### config.mk
export PLATFORM = sky130hd
export DESIGN_NAME = iopr_core
export DESIGN_NICKNAME = d
export VERILOG_FILES = /design/src/core/iopr_pkg.sv /design/src/core/iopr_core.sv
export SDC_FILE = /design/constraint.sdc
export NUM_CORES = 1
export LEC_CHECK = 0
export ABC_AREA = 1
export BUFFER_PORTS_ARGS = -buffer_cell sky130_fd_sc_hd__buf_4
export CELL_PAD_IN_SITES_DETAIL_PLACEMENT = 1
export CELL_PAD_IN_SITES_GLOBAL_PLACEMENT = 1
export CORE_ASPECT_RATIO = 0.5
export CORE_MARGIN = 2
export CORE_UTILIZATION = 44
export CTS_BUF_LIST = sky130_fd_sc_hd__clkbuf_2
export DETAILED_ROUTE_END_ITERATION = 10
export PLACE_DENSITY = 0.9
export RECOVER_POWER = 50
export SLEW_MARGIN = 20
export SYNTH_ARGS = -nofsm -noshare
export SYNTH_HDL_FRONTEND = slang
export SYNTH_SLANG_ARGS = --single-unit
### constraint.sdc
create_clock -name clk_sys -period 1.5 [get_ports clk_sys]
set_input_delay 0.075 -clock clk_sys [delete_from_list [all_inputs] [get_ports clk_sys]]
set_output_delay 0.075 -clock clk_sys [all_outputs]
set_load 0.005 [all_outputs]
### src/core/iopr_pkg.sv
/*
 the package of the remappable port block: register map, field sizes, reset values and
 routing codes shared by the core and the bench.
 assumes a 16-bit register port clocked by clk_sys.
*/
package iopr_pkg;
   // ************************************************************
   // sizes
   // ************************************************************
   localparam int NUM_PINS = 26;
   localparam int NUM_CN = 31;
   localparam int NUM_IN = 14;
   localparam int SEL_W = 5;
   localparam int ADDR_W = 8;
   localparam int DATA_W = 16;
   localparam int CLK_HZ = 50_000_000;

   // ************************************************************
   // register offsets (word index)
   // ************************************************************
   localparam logic [7:0] A_DIR_LO = 8'h0_0;
   localparam logic [7:0] A_DIR_HI = 8'h0_1;
   localparam logic [7:0] A_LVL_LO = 8'h0_2;
   localparam logic [7:0] A_LVL_HI = 8'h0_3;
   localparam logic [7:0] A_LAT_LO = 8'h0_4;
   localparam logic [7:0] A_LAT_HI = 8'h0_5;
   localparam logic [7:0] A_ODC_LO = 8'h0_6;
   localparam logic [7:0] A_ODC_HI = 8'h0_7;
   localparam logic [7:0] A_ANA_LO = 8'h0_8;
   localparam logic [7:0] A_ANA_HI = 8'h0_9;
   localparam logic [7:0] A_CNEN_LO = 8'h0_A;
   localparam logic [7:0] A_CNEN_HI = 8'h0_B;
   localparam logic [7:0] A_CNPU_LO = 8'h0_C;
   localparam logic [7:0] A_CNPU_HI = 8'h0_D;
   localparam logic [7:0] A_OSC = 8'h0_E;
   localparam logic [7:0] A_STAT = 8'h0_F;
   localparam logic [7:0] A_IN_BASE = 8'h1_0;
   localparam logic [7:0] A_OUT_BASE = 8'h2_0;

   // ************************************************************
   // fields, keys and reset values
   // ************************************************************
   localparam int LOCK_BIT = 6;
   localparam logic [7:0] KEY_ONE = 8'h4_6;
   localparam logic [7:0] KEY_TWO = 8'h5_7;
   localparam logic [4:0] SEL_GND = 5'h1_F;
   localparam logic [4:0] OUT_NULL = 5'h0_0;
   localparam logic [4:0] OUT_TX = 5'h0_3;
   localparam logic [4:0] OUT_RTS = 5'h0_4;
   localparam logic [4:0] OUT_SDO = 5'h0_7;
   localparam logic [4:0] OUT_SCK = 5'h0_8;
   localparam logic [4:0] OUT_SS = 5'h0_9;
   localparam logic [4:0] OUT_OC1 = 5'h1_2;
   localparam logic [4:0] OUT_OC2 = 5'h1_3;
   localparam logic [31:0] DIR_RESET = 32'hFFFF_FFFF;

   // peripheral input order
   typedef enum logic [3:0] {
      IN_INT1 = 4'h0, IN_INT2 = 4'h1, IN_T2CK = 4'h2, IN_T3CK = 4'h3,
      IN_CAP1 = 4'h4, IN_CAP2 = 4'h5, IN_CAP7 = 4'h6, IN_CAP8 = 4'h7,
      IN_FLTA = 4'h8, IN_RX = 4'h9, IN_CTS = 4'hA, IN_SDI = 4'hB,
      IN_SCKI = 4'hC, IN_SSI = 4'hD
   } iopr_in_t;

   typedef enum logic [1:0] {
      LK_IDLE = 2'b00, LK_ONE = 2'b01, LK_OPEN = 2'b10
   } iopr_lock_st_t;

   // peripheral outputs bundled
   typedef struct packed {
      logic tx;
      logic rts;
      logic sdo;
      logic sck;
      logic ss;
      logic oc1;
      logic oc2;
   } iopr_periph_out_t;

   // register bus request
   typedef struct packed {
      logic [ADDR_W-1:0] addr;
      logic [DATA_W-1:0] wdata;
      logic wr;
      logic rd;
   } iopr_bus_req_t;
endpackage

### src/core/iopr_core.sv
/*
 the remappable port block: port latch, direction, open drain, analog read masking,
 change notification with pull-ups, peripheral input and output routing with a lock.
 assumes pins are synchronous to clk_sys and a single-cycle register port.
*/
`timescale 1ns/100ps
module iopr_core (
   input wire logic clk_sys,
   input wire logic resetn,
   input wire iopr_pkg::iopr_bus_req_t bus_req,
   output logic [iopr_pkg::DATA_W-1:0] rd_data,
   input wire logic [31:0] pin_in,
   output logic [31:0] pin_out,
   output logic [31:0] pin_oe,
   output logic [31:0] pullup_en,
   input wire iopr_pkg::iopr_periph_out_t periph_out,
   output logic [iopr_pkg::NUM_IN-1:0] periph_in,
   output logic change_irq,
   output logic mismatch_reset
);
   import iopr_pkg::*;

   // ************************************************************
   // state
   // ************************************************************
   logic [31:0] dir_ff, nxt_dir;
   logic [31:0] lat_ff, nxt_lat;
   logic [31:0] odc_ff, nxt_odc;
   logic [31:0] ana_ff, nxt_ana;
   logic [31:0] cnen_ff, nxt_cnen;
   logic [31:0] cnpu_ff, nxt_cnpu;
   logic [31:0] last_ff, nxt_last;
   logic [31:0] lvl_ff;
   logic irq_ff, nxt_irq;
   logic lock_ff, nxt_lock;
   iopr_lock_st_t lk_ff, nxt_lk;
   logic [SEL_W-1:0] insel_ff [NUM_IN];
   logic [SEL_W-1:0] nxt_insel [NUM_IN];
   logic [SEL_W-1:0] insh_ff [NUM_IN];
   logic [SEL_W-1:0] outsel_ff [NUM_PINS];
   logic [SEL_W-1:0] nxt_outsel [NUM_PINS];
   logic [SEL_W-1:0] outsh_ff [NUM_PINS];
   logic mis_ff, nxt_mis;
   logic [DATA_W-1:0] rd_ff, nxt_rd;
   logic [31:0] pin_val;
   logic [31:0] drv_val;
   logic [31:0] drv_en;

   // ************************************************************
   // helpers
   // ************************************************************
   function automatic logic [31:0] put_half(input logic [31:0] old, input logic hi,
                                            input logic [15:0] d);
      logic [31:0] r;
      r = old;
      if (hi) begin
         r[31:16] = d;
      end else begin
         r[15:0] = d;
      end
      return r;
   endfunction

   function automatic logic [15:0] get_half(input logic [31:0] v, input logic hi);
      return hi ? v[31:16] : v[15:0];
   endfunction

   // peripheral output picked by a pin's output code
   function automatic logic route_val(input logic [SEL_W-1:0] sel,
                                      input iopr_periph_out_t po);
      logic v;
      unique case (sel)
         OUT_TX: v = po.tx;
         OUT_RTS: v = po.rts;
         OUT_SDO: v = po.sdo;
         OUT_SCK: v = po.sck;
         OUT_SS: v = po.ss;
         OUT_OC1: v = po.oc1;
         OUT_OC2: v = po.oc2;
         default: v = 1'b0; // unassigned codes drive low
      endcase
      return v;
   endfunction

   // routing register decode, shared by the write and read paths
   function automatic logic is_in_sel(input logic [ADDR_W-1:0] ad);
      return (ad[7:4] == A_IN_BASE[7:4]) && (ad[3:0] < 4'(NUM_IN));
   endfunction

   function automatic logic is_out_sel(input logic [ADDR_W-1:0] ad);
      return (ad[7:5] == A_OUT_BASE[7:5]) && (ad[4:0] < 5'(NUM_PINS));
   endfunction

   // ************************************************************
   // pin drive
   // ************************************************************
   generate
      for (genvar p = 0; p < 32; p++) begin : g_drv
         if (p < NUM_PINS) begin : g_rp
            // a routed peripheral owns the pin whatever the direction bit says
            assign drv_en[p] = (outsel_ff[p] != OUT_NULL) | ~dir_ff[p];
            assign drv_val[p] = (outsel_ff[p] != OUT_NULL) ?
                                route_val(outsel_ff[p], periph_out) : lat_ff[p];
         end else begin : g_port
            assign drv_en[p] = ~dir_ff[p];
            assign drv_val[p] = lat_ff[p];
         end
         // open drain: never drive high, release instead
         assign pin_oe[p] = drv_en[p] & ~(odc_ff[p] & drv_val[p]);
         assign pin_out[p] = odc_ff[p] ? 1'b0 : drv_val[p];
      end
   endgenerate

   assign pullup_en = cnpu_ff;
   assign pin_val = pin_in;

   // ************************************************************
   // input routing
   // ************************************************************
   generate
      for (genvar i = 0; i < NUM_IN; i++) begin : g_in
         // selects 26 to 30 have no pin behind them and read as ground
         assign periph_in[i] = (insel_ff[i] < SEL_W'(NUM_PINS)) ?
                               pin_val[insel_ff[i]] : 1'b0;
      end
   endgenerate

   // ************************************************************
   // registers, lock and change notification
   // ************************************************************
   always_comb begin
      logic hi;
      logic [31:0] diff;
      logic rt_ok;
      hi = bus_req.addr[0];
      nxt_dir = dir_ff;
      nxt_lat = lat_ff;
      nxt_odc = odc_ff;
      nxt_ana = ana_ff;
      nxt_cnen = cnen_ff;
      nxt_cnpu = cnpu_ff;
      nxt_lock = lock_ff;
      nxt_lk = lk_ff;
      nxt_insel = insel_ff;
      nxt_outsel = outsel_ff;
      nxt_rd = '0;
      rt_ok = ~lock_ff;
      // stored levels follow pins; disabled pins never flag
      diff = (pin_in ^ last_ff) & cnen_ff;
      nxt_last = pin_in;
      nxt_irq = irq_ff | (|diff);
      if (bus_req.wr) begin
         if (bus_req.addr == A_OSC) begin
            unique case (lk_ff)
               LK_IDLE: nxt_lk = (bus_req.wdata[7:0] == KEY_ONE) ? LK_ONE : LK_IDLE;
               LK_ONE: nxt_lk = (bus_req.wdata[7:0] == KEY_TWO) ? LK_OPEN : LK_IDLE;
               LK_OPEN: begin
                  nxt_lock = bus_req.wdata[LOCK_BIT];
                  nxt_lk = LK_IDLE;
               end
               default: nxt_lk = LK_IDLE;
            endcase
         end else begin
            // any write elsewhere breaks the key sequence
            nxt_lk = LK_IDLE;
         end
         unique case (bus_req.addr[7:1])
            A_DIR_LO[7:1]: nxt_dir = put_half(dir_ff, hi, bus_req.wdata);
            A_LVL_LO[7:1], A_LAT_LO[7:1]: nxt_lat = put_half(lat_ff, hi, bus_req.wdata);
            A_ODC_LO[7:1]: nxt_odc = put_half(odc_ff, hi, bus_req.wdata);
            A_ANA_LO[7:1]: nxt_ana = put_half(ana_ff, hi, bus_req.wdata);
            A_CNEN_LO[7:1]: nxt_cnen = put_half(cnen_ff, hi, bus_req.wdata);
            A_CNPU_LO[7:1]: nxt_cnpu = put_half(cnpu_ff, hi, bus_req.wdata);
            default: ;
         endcase
         // a clear meeting a new change in one cycle loses; the change stays
         if (bus_req.addr == A_STAT) begin
            nxt_irq = (irq_ff & ~bus_req.wdata[0]) | (|diff); // set wins
         end
         if (rt_ok && is_in_sel(bus_req.addr)) begin
            nxt_insel[bus_req.addr[3:0]] = bus_req.wdata[SEL_W-1:0];
         end
         if (rt_ok && is_out_sel(bus_req.addr)) begin
            nxt_outsel[bus_req.addr[4:0]] = bus_req.wdata[SEL_W-1:0];
         end
      end
      if (bus_req.rd) begin
         unique case (bus_req.addr[7:1])
            A_DIR_LO[7:1]: nxt_rd = get_half(dir_ff, hi);
            A_LVL_LO[7:1]: nxt_rd = get_half(lvl_ff & ~ana_ff, hi);
            A_LAT_LO[7:1]: nxt_rd = get_half(lat_ff, hi);
            A_ODC_LO[7:1]: nxt_rd = get_half(odc_ff, hi);
            A_ANA_LO[7:1]: nxt_rd = get_half(ana_ff, hi);
            A_CNEN_LO[7:1]: nxt_rd = get_half(cnen_ff, hi);
            A_CNPU_LO[7:1]: nxt_rd = get_half(cnpu_ff, hi);
            default: nxt_rd = '0;
         endcase
         if (bus_req.addr == A_OSC) begin
            nxt_rd = DATA_W'({lock_ff, 6'h0_0});
         end
         if (bus_req.addr == A_STAT) begin
            nxt_rd = {14'h0_000, mis_ff, irq_ff};
         end
         if (is_in_sel(bus_req.addr)) begin
            nxt_rd = DATA_W'(insel_ff[bus_req.addr[3:0]]);
         end
         if (is_out_sel(bus_req.addr)) begin
            nxt_rd = DATA_W'(outsel_ff[bus_req.addr[4:0]]);
         end
      end
   end

   // shadows hold the last legal value; any upset shows as a difference
   always_comb begin
      nxt_mis = mis_ff;
      for (int i = 0; i < NUM_IN; i++) begin
         if (insel_ff[i] != insh_ff[i]) nxt_mis = 1'b1;
      end
      for (int p = 0; p < NUM_PINS; p++) begin
         if (outsel_ff[p] != outsh_ff[p]) nxt_mis = 1'b1;
      end
   end

   always_ff @(posedge clk_sys) begin
      if (!resetn) begin
         dir_ff <= DIR_RESET;
         lat_ff <= '0;
         odc_ff <= '0;
         ana_ff <= '0;
         cnen_ff <= '0;
         cnpu_ff <= '0;
         last_ff <= '0;
         lvl_ff <= '0;
         irq_ff <= 1'b0;
         lock_ff <= 1'b0;
         lk_ff <= LK_IDLE;
         mis_ff <= 1'b0;
         rd_ff <= '0;
      end else begin
         dir_ff <= nxt_dir;
         lat_ff <= nxt_lat;
         odc_ff <= nxt_odc;
         ana_ff <= nxt_ana;
         cnen_ff <= nxt_cnen;
         cnpu_ff <= nxt_cnpu;
         last_ff <= nxt_last;
         lvl_ff <= pin_in; // one-cycle pin sample, hence the settle gap
         irq_ff <= nxt_irq;
         lock_ff <= nxt_lock;
         lk_ff <= nxt_lk;
         mis_ff <= nxt_mis;
         rd_ff <= nxt_rd;
      end
   end

   // routing selects and their shadows; the reset value grounds every input
   always_ff @(posedge clk_sys) begin
      if (!resetn) begin
         for (int i = 0; i < NUM_IN; i++) begin
            insel_ff[i] <= SEL_GND;
            insh_ff[i] <= SEL_GND;
         end
         for (int p = 0; p < NUM_PINS; p++) begin
            outsel_ff[p] <= OUT_NULL;
            outsh_ff[p] <= OUT_NULL;
         end
      end else begin
         insel_ff <= nxt_insel;
         insh_ff <= nxt_insel;
         outsel_ff <= nxt_outsel;
         outsh_ff <= nxt_outsel;
      end
   end

   assign rd_data = rd_ff;
   assign change_irq = irq_ff;
   assign mismatch_reset = mis_ff;
endmodule

==> metrics.md, run 1 <==
| Metric | Value |
|---|---|
| Input/output buffers | `193` |
| Clk buf depth | `3` |
| IO Pins | `195` |
| Cell accounting for the most synthesized area | `dfxtp_1` |
| Grt ovf | `1549` |
| EDFF count, synth | `0` |
| Pre-CTS setup slack | `-0.600 ns` |
| Mapped Area | `27400 µm²` |
| Syn. warnings | `0` |
| Largest net degree at the start of global routing | `126` |
| Row cnt | `64` |
| H-tree Lvls | `3` |
| Seq/Total Area, Yosys | `32.4%` |
| List of most frequent post-synthesis cells | `nand2_1, o21ai_0, a21oi_1` |
| Clock Tree Root | `clkbuf_2` |
| Syn nets | `4479` |
| Hpwl dp | `105 mm` |
| Chip height | `181 µm` |
| Unique masters post-synth | `48` |
| Synth top area share | `32.4%` |
| Post-synth top flop | `dfxtp_1` |
| Synthesis-stage register bit count | `444` |
| Worst EP kind | `output port` |
| Stopping stage | `global routing (5_1_grt)` |
| Post-GRT worst EP | `pin_oe[24]` |
| Syn Area/Cell | `6.22 µm²` |
| Initial Util | `44.7%` |
| Clock sinks | `444` |
| GPL Wtd Cong | `1.08` |
| Synth top area cells | `dfxtp_1, nand2_1, o21ai_0` |
| Gate Count Post-Synth | `4412` |
| Total global-route track usage | `95.0%` |
| Die X-Extent | `357 µm` |
| CTS Buf Count | `107` |
| Post-synthesis async set-or-reset flop share | `0%` |
| Outcome | `aborted with a tool error` |
| Top-count cell post-synth | `nand2_1` |
| Run-stopping error | `[ERROR GRT-0232] Routing congestion too high. Check the congestion heatmap in the GUI.` |
[metal layers]
layer,overflow,global-route usage [%]
met3,85,89.2
met1,73,92.8
met4,547,98.1
met5,13,69.1
met2,831,104
[timing repair]
action                                  in CTS
pin swaps                                  206
endpoints found under the hold margin      444
resized for setup                          975
setup buffers                              136
endpoints found under the setup margin     301
cloned                                      17
hold buffers                               134
[kinds of logic after synthesis]
logic type	share of synthesized area [%]
AO/OA/AOI/OAI	26.5
buffers and inverters	10.9
flip-flops	32.4
other	0.0137
AND/OR/NAND/NOR	30.1
[metrics by stage]
step	area (µm²)	util (%)	instances
after floorplan	27400	-	4412
after detailed placement	32800	53.4	5591
after global placement	32800	53.4	5591
after CTS	38600	62.9	6064
==> run 2: changes to the inputs <==
CELL_PAD_IN_SITES_DETAIL_PLACEMENT = not set   (was 1)
CELL_PAD_IN_SITES_GLOBAL_PLACEMENT = not set   (was 1)
CORE_ASPECT_RATIO = not set   (was 0.5)
CORE_UTILIZATION = 40   (was 44)
CTS_BUF_LIST = not set   (was sky130_fd_sc_hd__clkbuf_2)
PLACE_DENSITY = not set   (was 0.9)
PLACE_DENSITY_LB_ADDON = 0.15   (was not set)
==> run 2 against run 1 <==
  * The flow now finishes, with violations (setup timing)
  * Synthesized cell count unchanged
  * Area after synthesis unchanged
==> metrics.md, run 2 <==
| Metric | Value |
|---|---|
| CP arrival | `2.10 ns` |
| Final non-filler cell total | `5909` |
| Number of fill cells | `6612` |
| DP Area | `33300 µm² (+1.4%)` |
| Net switching power | `8140 µW` |
| First-pass DRT Iterations | `6` |
| Busiest grt layer | `met2` |
| Biggest regs | `outsh_ff x130, insh_ff x70` |
| Die footprint | `70700 µm²` |
| Vias | `34.3k` |
| PnR worst setup slack | `-0.671 ns` |
| Crit end category | `primary output` |
| IO Pins | `195 (unchanged)` |
| Outcome | `finished, violations left` |
| Worst R2R End | `rd_data[2]` |
| Worst hold slack | `0.0264 ns` |
| Cell depth of the worst hold path | `9` |
| Chip height | `266 µm (+47%)` |
| Syn Area/Cell | `6.22 µm² (unchanged)` |
| Iter 0 DRT Violations | `4503` |
| Synth top area cells | `dfxtp_1, nand2_1, o21ai_0` |
| Combinational group share of total power | `12.3%` |
| Worst Path Max Fanout | `4` |
| Antenna-violating nets left | `0` |
| Row cnt | `96 (+50%)` |
| GPL Wtd Cong | `0.986 (-8.8%)` |
| FMAX | `461 MHz` |
| Final Core Density | `56.8%` |
| Synthesis-stage register bit count | `444 (unchanged)` |
| Share of layout cells above drive strength 1 | `29.7%` |
| Flop pwr share | `40.8%` |
| List of most frequent post-synthesis cells | `nand2_1, o21ai_0, a21oi_1` |
| Vias in the first global route | `30.8k` |
| Final setup violation count | `334` |
| Pre-CTS setup slack | `-0.412 ns (+0.188 ns)` |
| Seq/Total Area, Yosys | `32.4% (unchanged)` |
| Failing checks | `setup timing` |
| WHS Endpoint | `change_irq` |
| WL/cell | `22.9 µm` |
| Switching share of power | `28.1%` |
| Power per cell area | `748 nW/µm²` |
| Grt met2 use | `57.9%` |
| Max reg flops | `130` |
| Die X-Extent | `266 µm (-26%)` |
| CTS Buf Count | `53 (-50%)` |
| Leakage power | `0.0172 µW` |
| Largest net degree at the start of global routing | `91` |
| Post-synthesis async set-or-reset flop share | `0% (unchanged)` |
| Min-Delay Path Class | `input pin to flop` |
| RSZ-0062 raised after global routing | `true` |
| Final Instance Area | `38700 µm²` |
| Top-count cell post-synth | `nand2_1` |
| Largest Register | `outsh_ff` |
| Placed Cells | `5670 (+1.4%)` |
| Routed WL | `135 mm` |
| Nets | `5055` |
| Unique masters post-synth | `48 (unchanged)` |
| Initial Util | `40.2% (-4.5 points)` |
| Max Cap Viol | `0` |
| Clk pwr share | `47.0%` |
| Commonest non-fill, non-tap cell in the layout | `nand2_1` |
| Clock transition at path regs | `0.06 ns` |
| Relative slew slack | `45.8%` |
| Via/cell ratio | `5.81` |
| Post-synth top flop | `dfxtp_1` |
| Slew Limit Fails | `0` |
| Syn. warnings | `0 (unchanged)` |
| Global-route wire length before repair | `196 mm` |
| Initial antenna violation count | `1` |
| R2R Setup Slk | `-0.04 ns` |
| R2R depth | `8` |
| Max VDD drop | `0.932 mV` |
| Hpwl dp | `94.7 mm (-9.8%)` |
| Slew @ Worst Pin | `0.813 ns` |
| Clk buf depth | `3 (unchanged)` |
| CTS tree | `done` |
| Input/output buffers | `193 (unchanged)` |
| Cell accounting for the most synthesized area | `dfxtp_1` |
| Grt met1 use | `48.5%` |
| GR Util met3 | `5.34%` |
| Critical Path RT | `1.42 ns` |
| Mapped Area | `27400 µm² (unchanged)` |
| Worst setup SP type | `flop` |
| Hold_sp | `pin_in[13]` |
| Clock Tree Root | `clkbuf_16` |
| Layout area overhead | `41.2%` |
| EDFF count, synth | `0 (unchanged)` |
| Pint | `20800 µW` |
| Clock latency at the later pin of the worst-skew pair | `0.64 ns` |
| Gate Count Post-Synth | `4412 (unchanged)` |
| Reg2reg start | `dir_ff[2]` |
| Worst clock skew | `0.0156 ns` |
| Most frequent cells in the layout | `nand2_1, buf_4, a21oi_1` |
| Fin crit period | `2.17 ns` |
| Grt ovf | `0` |
| Core Footprint | `68200 µm²` |
| Clock sinks | `444 (unchanged)` |
| Final hold vios | `0` |
| Crit path kind | `flop to primary output` |
| Syn nets | `4479 (unchanged)` |
| Detailed-route DRC error count | `0` |
| H-tree Lvls | `2 (-1)` |
| Synth top area share | `32.4% (unchanged)` |
| Total global-route track usage | `36.4%` |
| Crit share post-route | `145%` |
run 2: critical path, stage by stage (launching register included):
cell and delay [ns]:
dfxtp_2 0.35, inv_4 0.05, nand2_4 0.08, nor2_2 0.03
nand3_1 0.05, o21ai_1 0.06, a21oi_1 0.17, nand3b_1 0.24
a21boi_1 0.20, buf_4 0.14, buf_6 0.08
run 2: how the worst max path moves through the flow:
stage | slack, ns | startpoint | end
after floorplan | 0.14 | bus_req[18] | rd_data[5]
after global placement | -0.34 | bus_req[25] | outsh_ff[84]
after detailed placement | -0.41 | bus_req[24] | outsh_ff[80]
after CTS | -0.67 | outsh_ff[107] | pin_oe[4]
after global routing | -0.72 | outsh_ff[108] | pin_oe[4]
final | -0.67 | outsh_ff[108] | pin_oe[4]
run 2: cell families (layout without fill, tap and decap cells):
group	count (synthesis)	in the layout	share of synthesized area [%]
DFF	444	444	32.4
and+or+nand+nor	1864	1865	30.1
AOI/OAI and AO/OA	1354	1354	26.5
buffers and inverters	749	1362	10.9
other	1	2	0.0137
run 2: per-layer routing:
layer	up-vias	part of all wire, %
met5	-	0.0074
li1	16100	-
met1	15800	40
met4	2	5.7
met2	1983	44
met3	466	9.5
run 2: cell type report:
cell class	instances	area, µm²	area share, %
well taps	882	1100	2.85
multi-input cells	3220	17200	44.4
clock inverters	16	236	0.610
clock buffers	77	1570	4.04
repair inverters	2	11.3	0.0291
repair buffers	800	7490	19.3
inverters	467	1850	4.78
diodes	1	2.50	0.00646
flip-flops and latches	444	9260	23.9
run 2: repair_timing:
item                                   4_1_cts  5_1_grt
setup endpoints to repair                   73      148
hold buffers                                51        0
setup buffers                               49       29
resized for setup                          632      397
cloned                                      11       11
pin swaps                                  155      211
endpoints found under the hold margin      258        0
run 2: per-stage QoR:
step                      setup TNS [ns]  total power [µW]
final                             -62.02             29000
after floorplan                        0             13600
after CTS                         -31.25             28900
after detailed placement          -51.24             15400
after global placement            -44.54             15400
after global routing              -81.27             29700
run 2: power by group through the flow:
stage / Combinational (µW) / Clock, µW / Sequential [µW]
floorplan: 1420 / 0 / 12200
global placement: 3160 / 0 / 12200
detailed placement: 3160 / 0 / 12200
CTS: 3340 / 13700 / 11900
global route: 3680 / 14200 / 11800
finish: 3550 / 13600 / 11800
(Power assumes the default switching activity.)
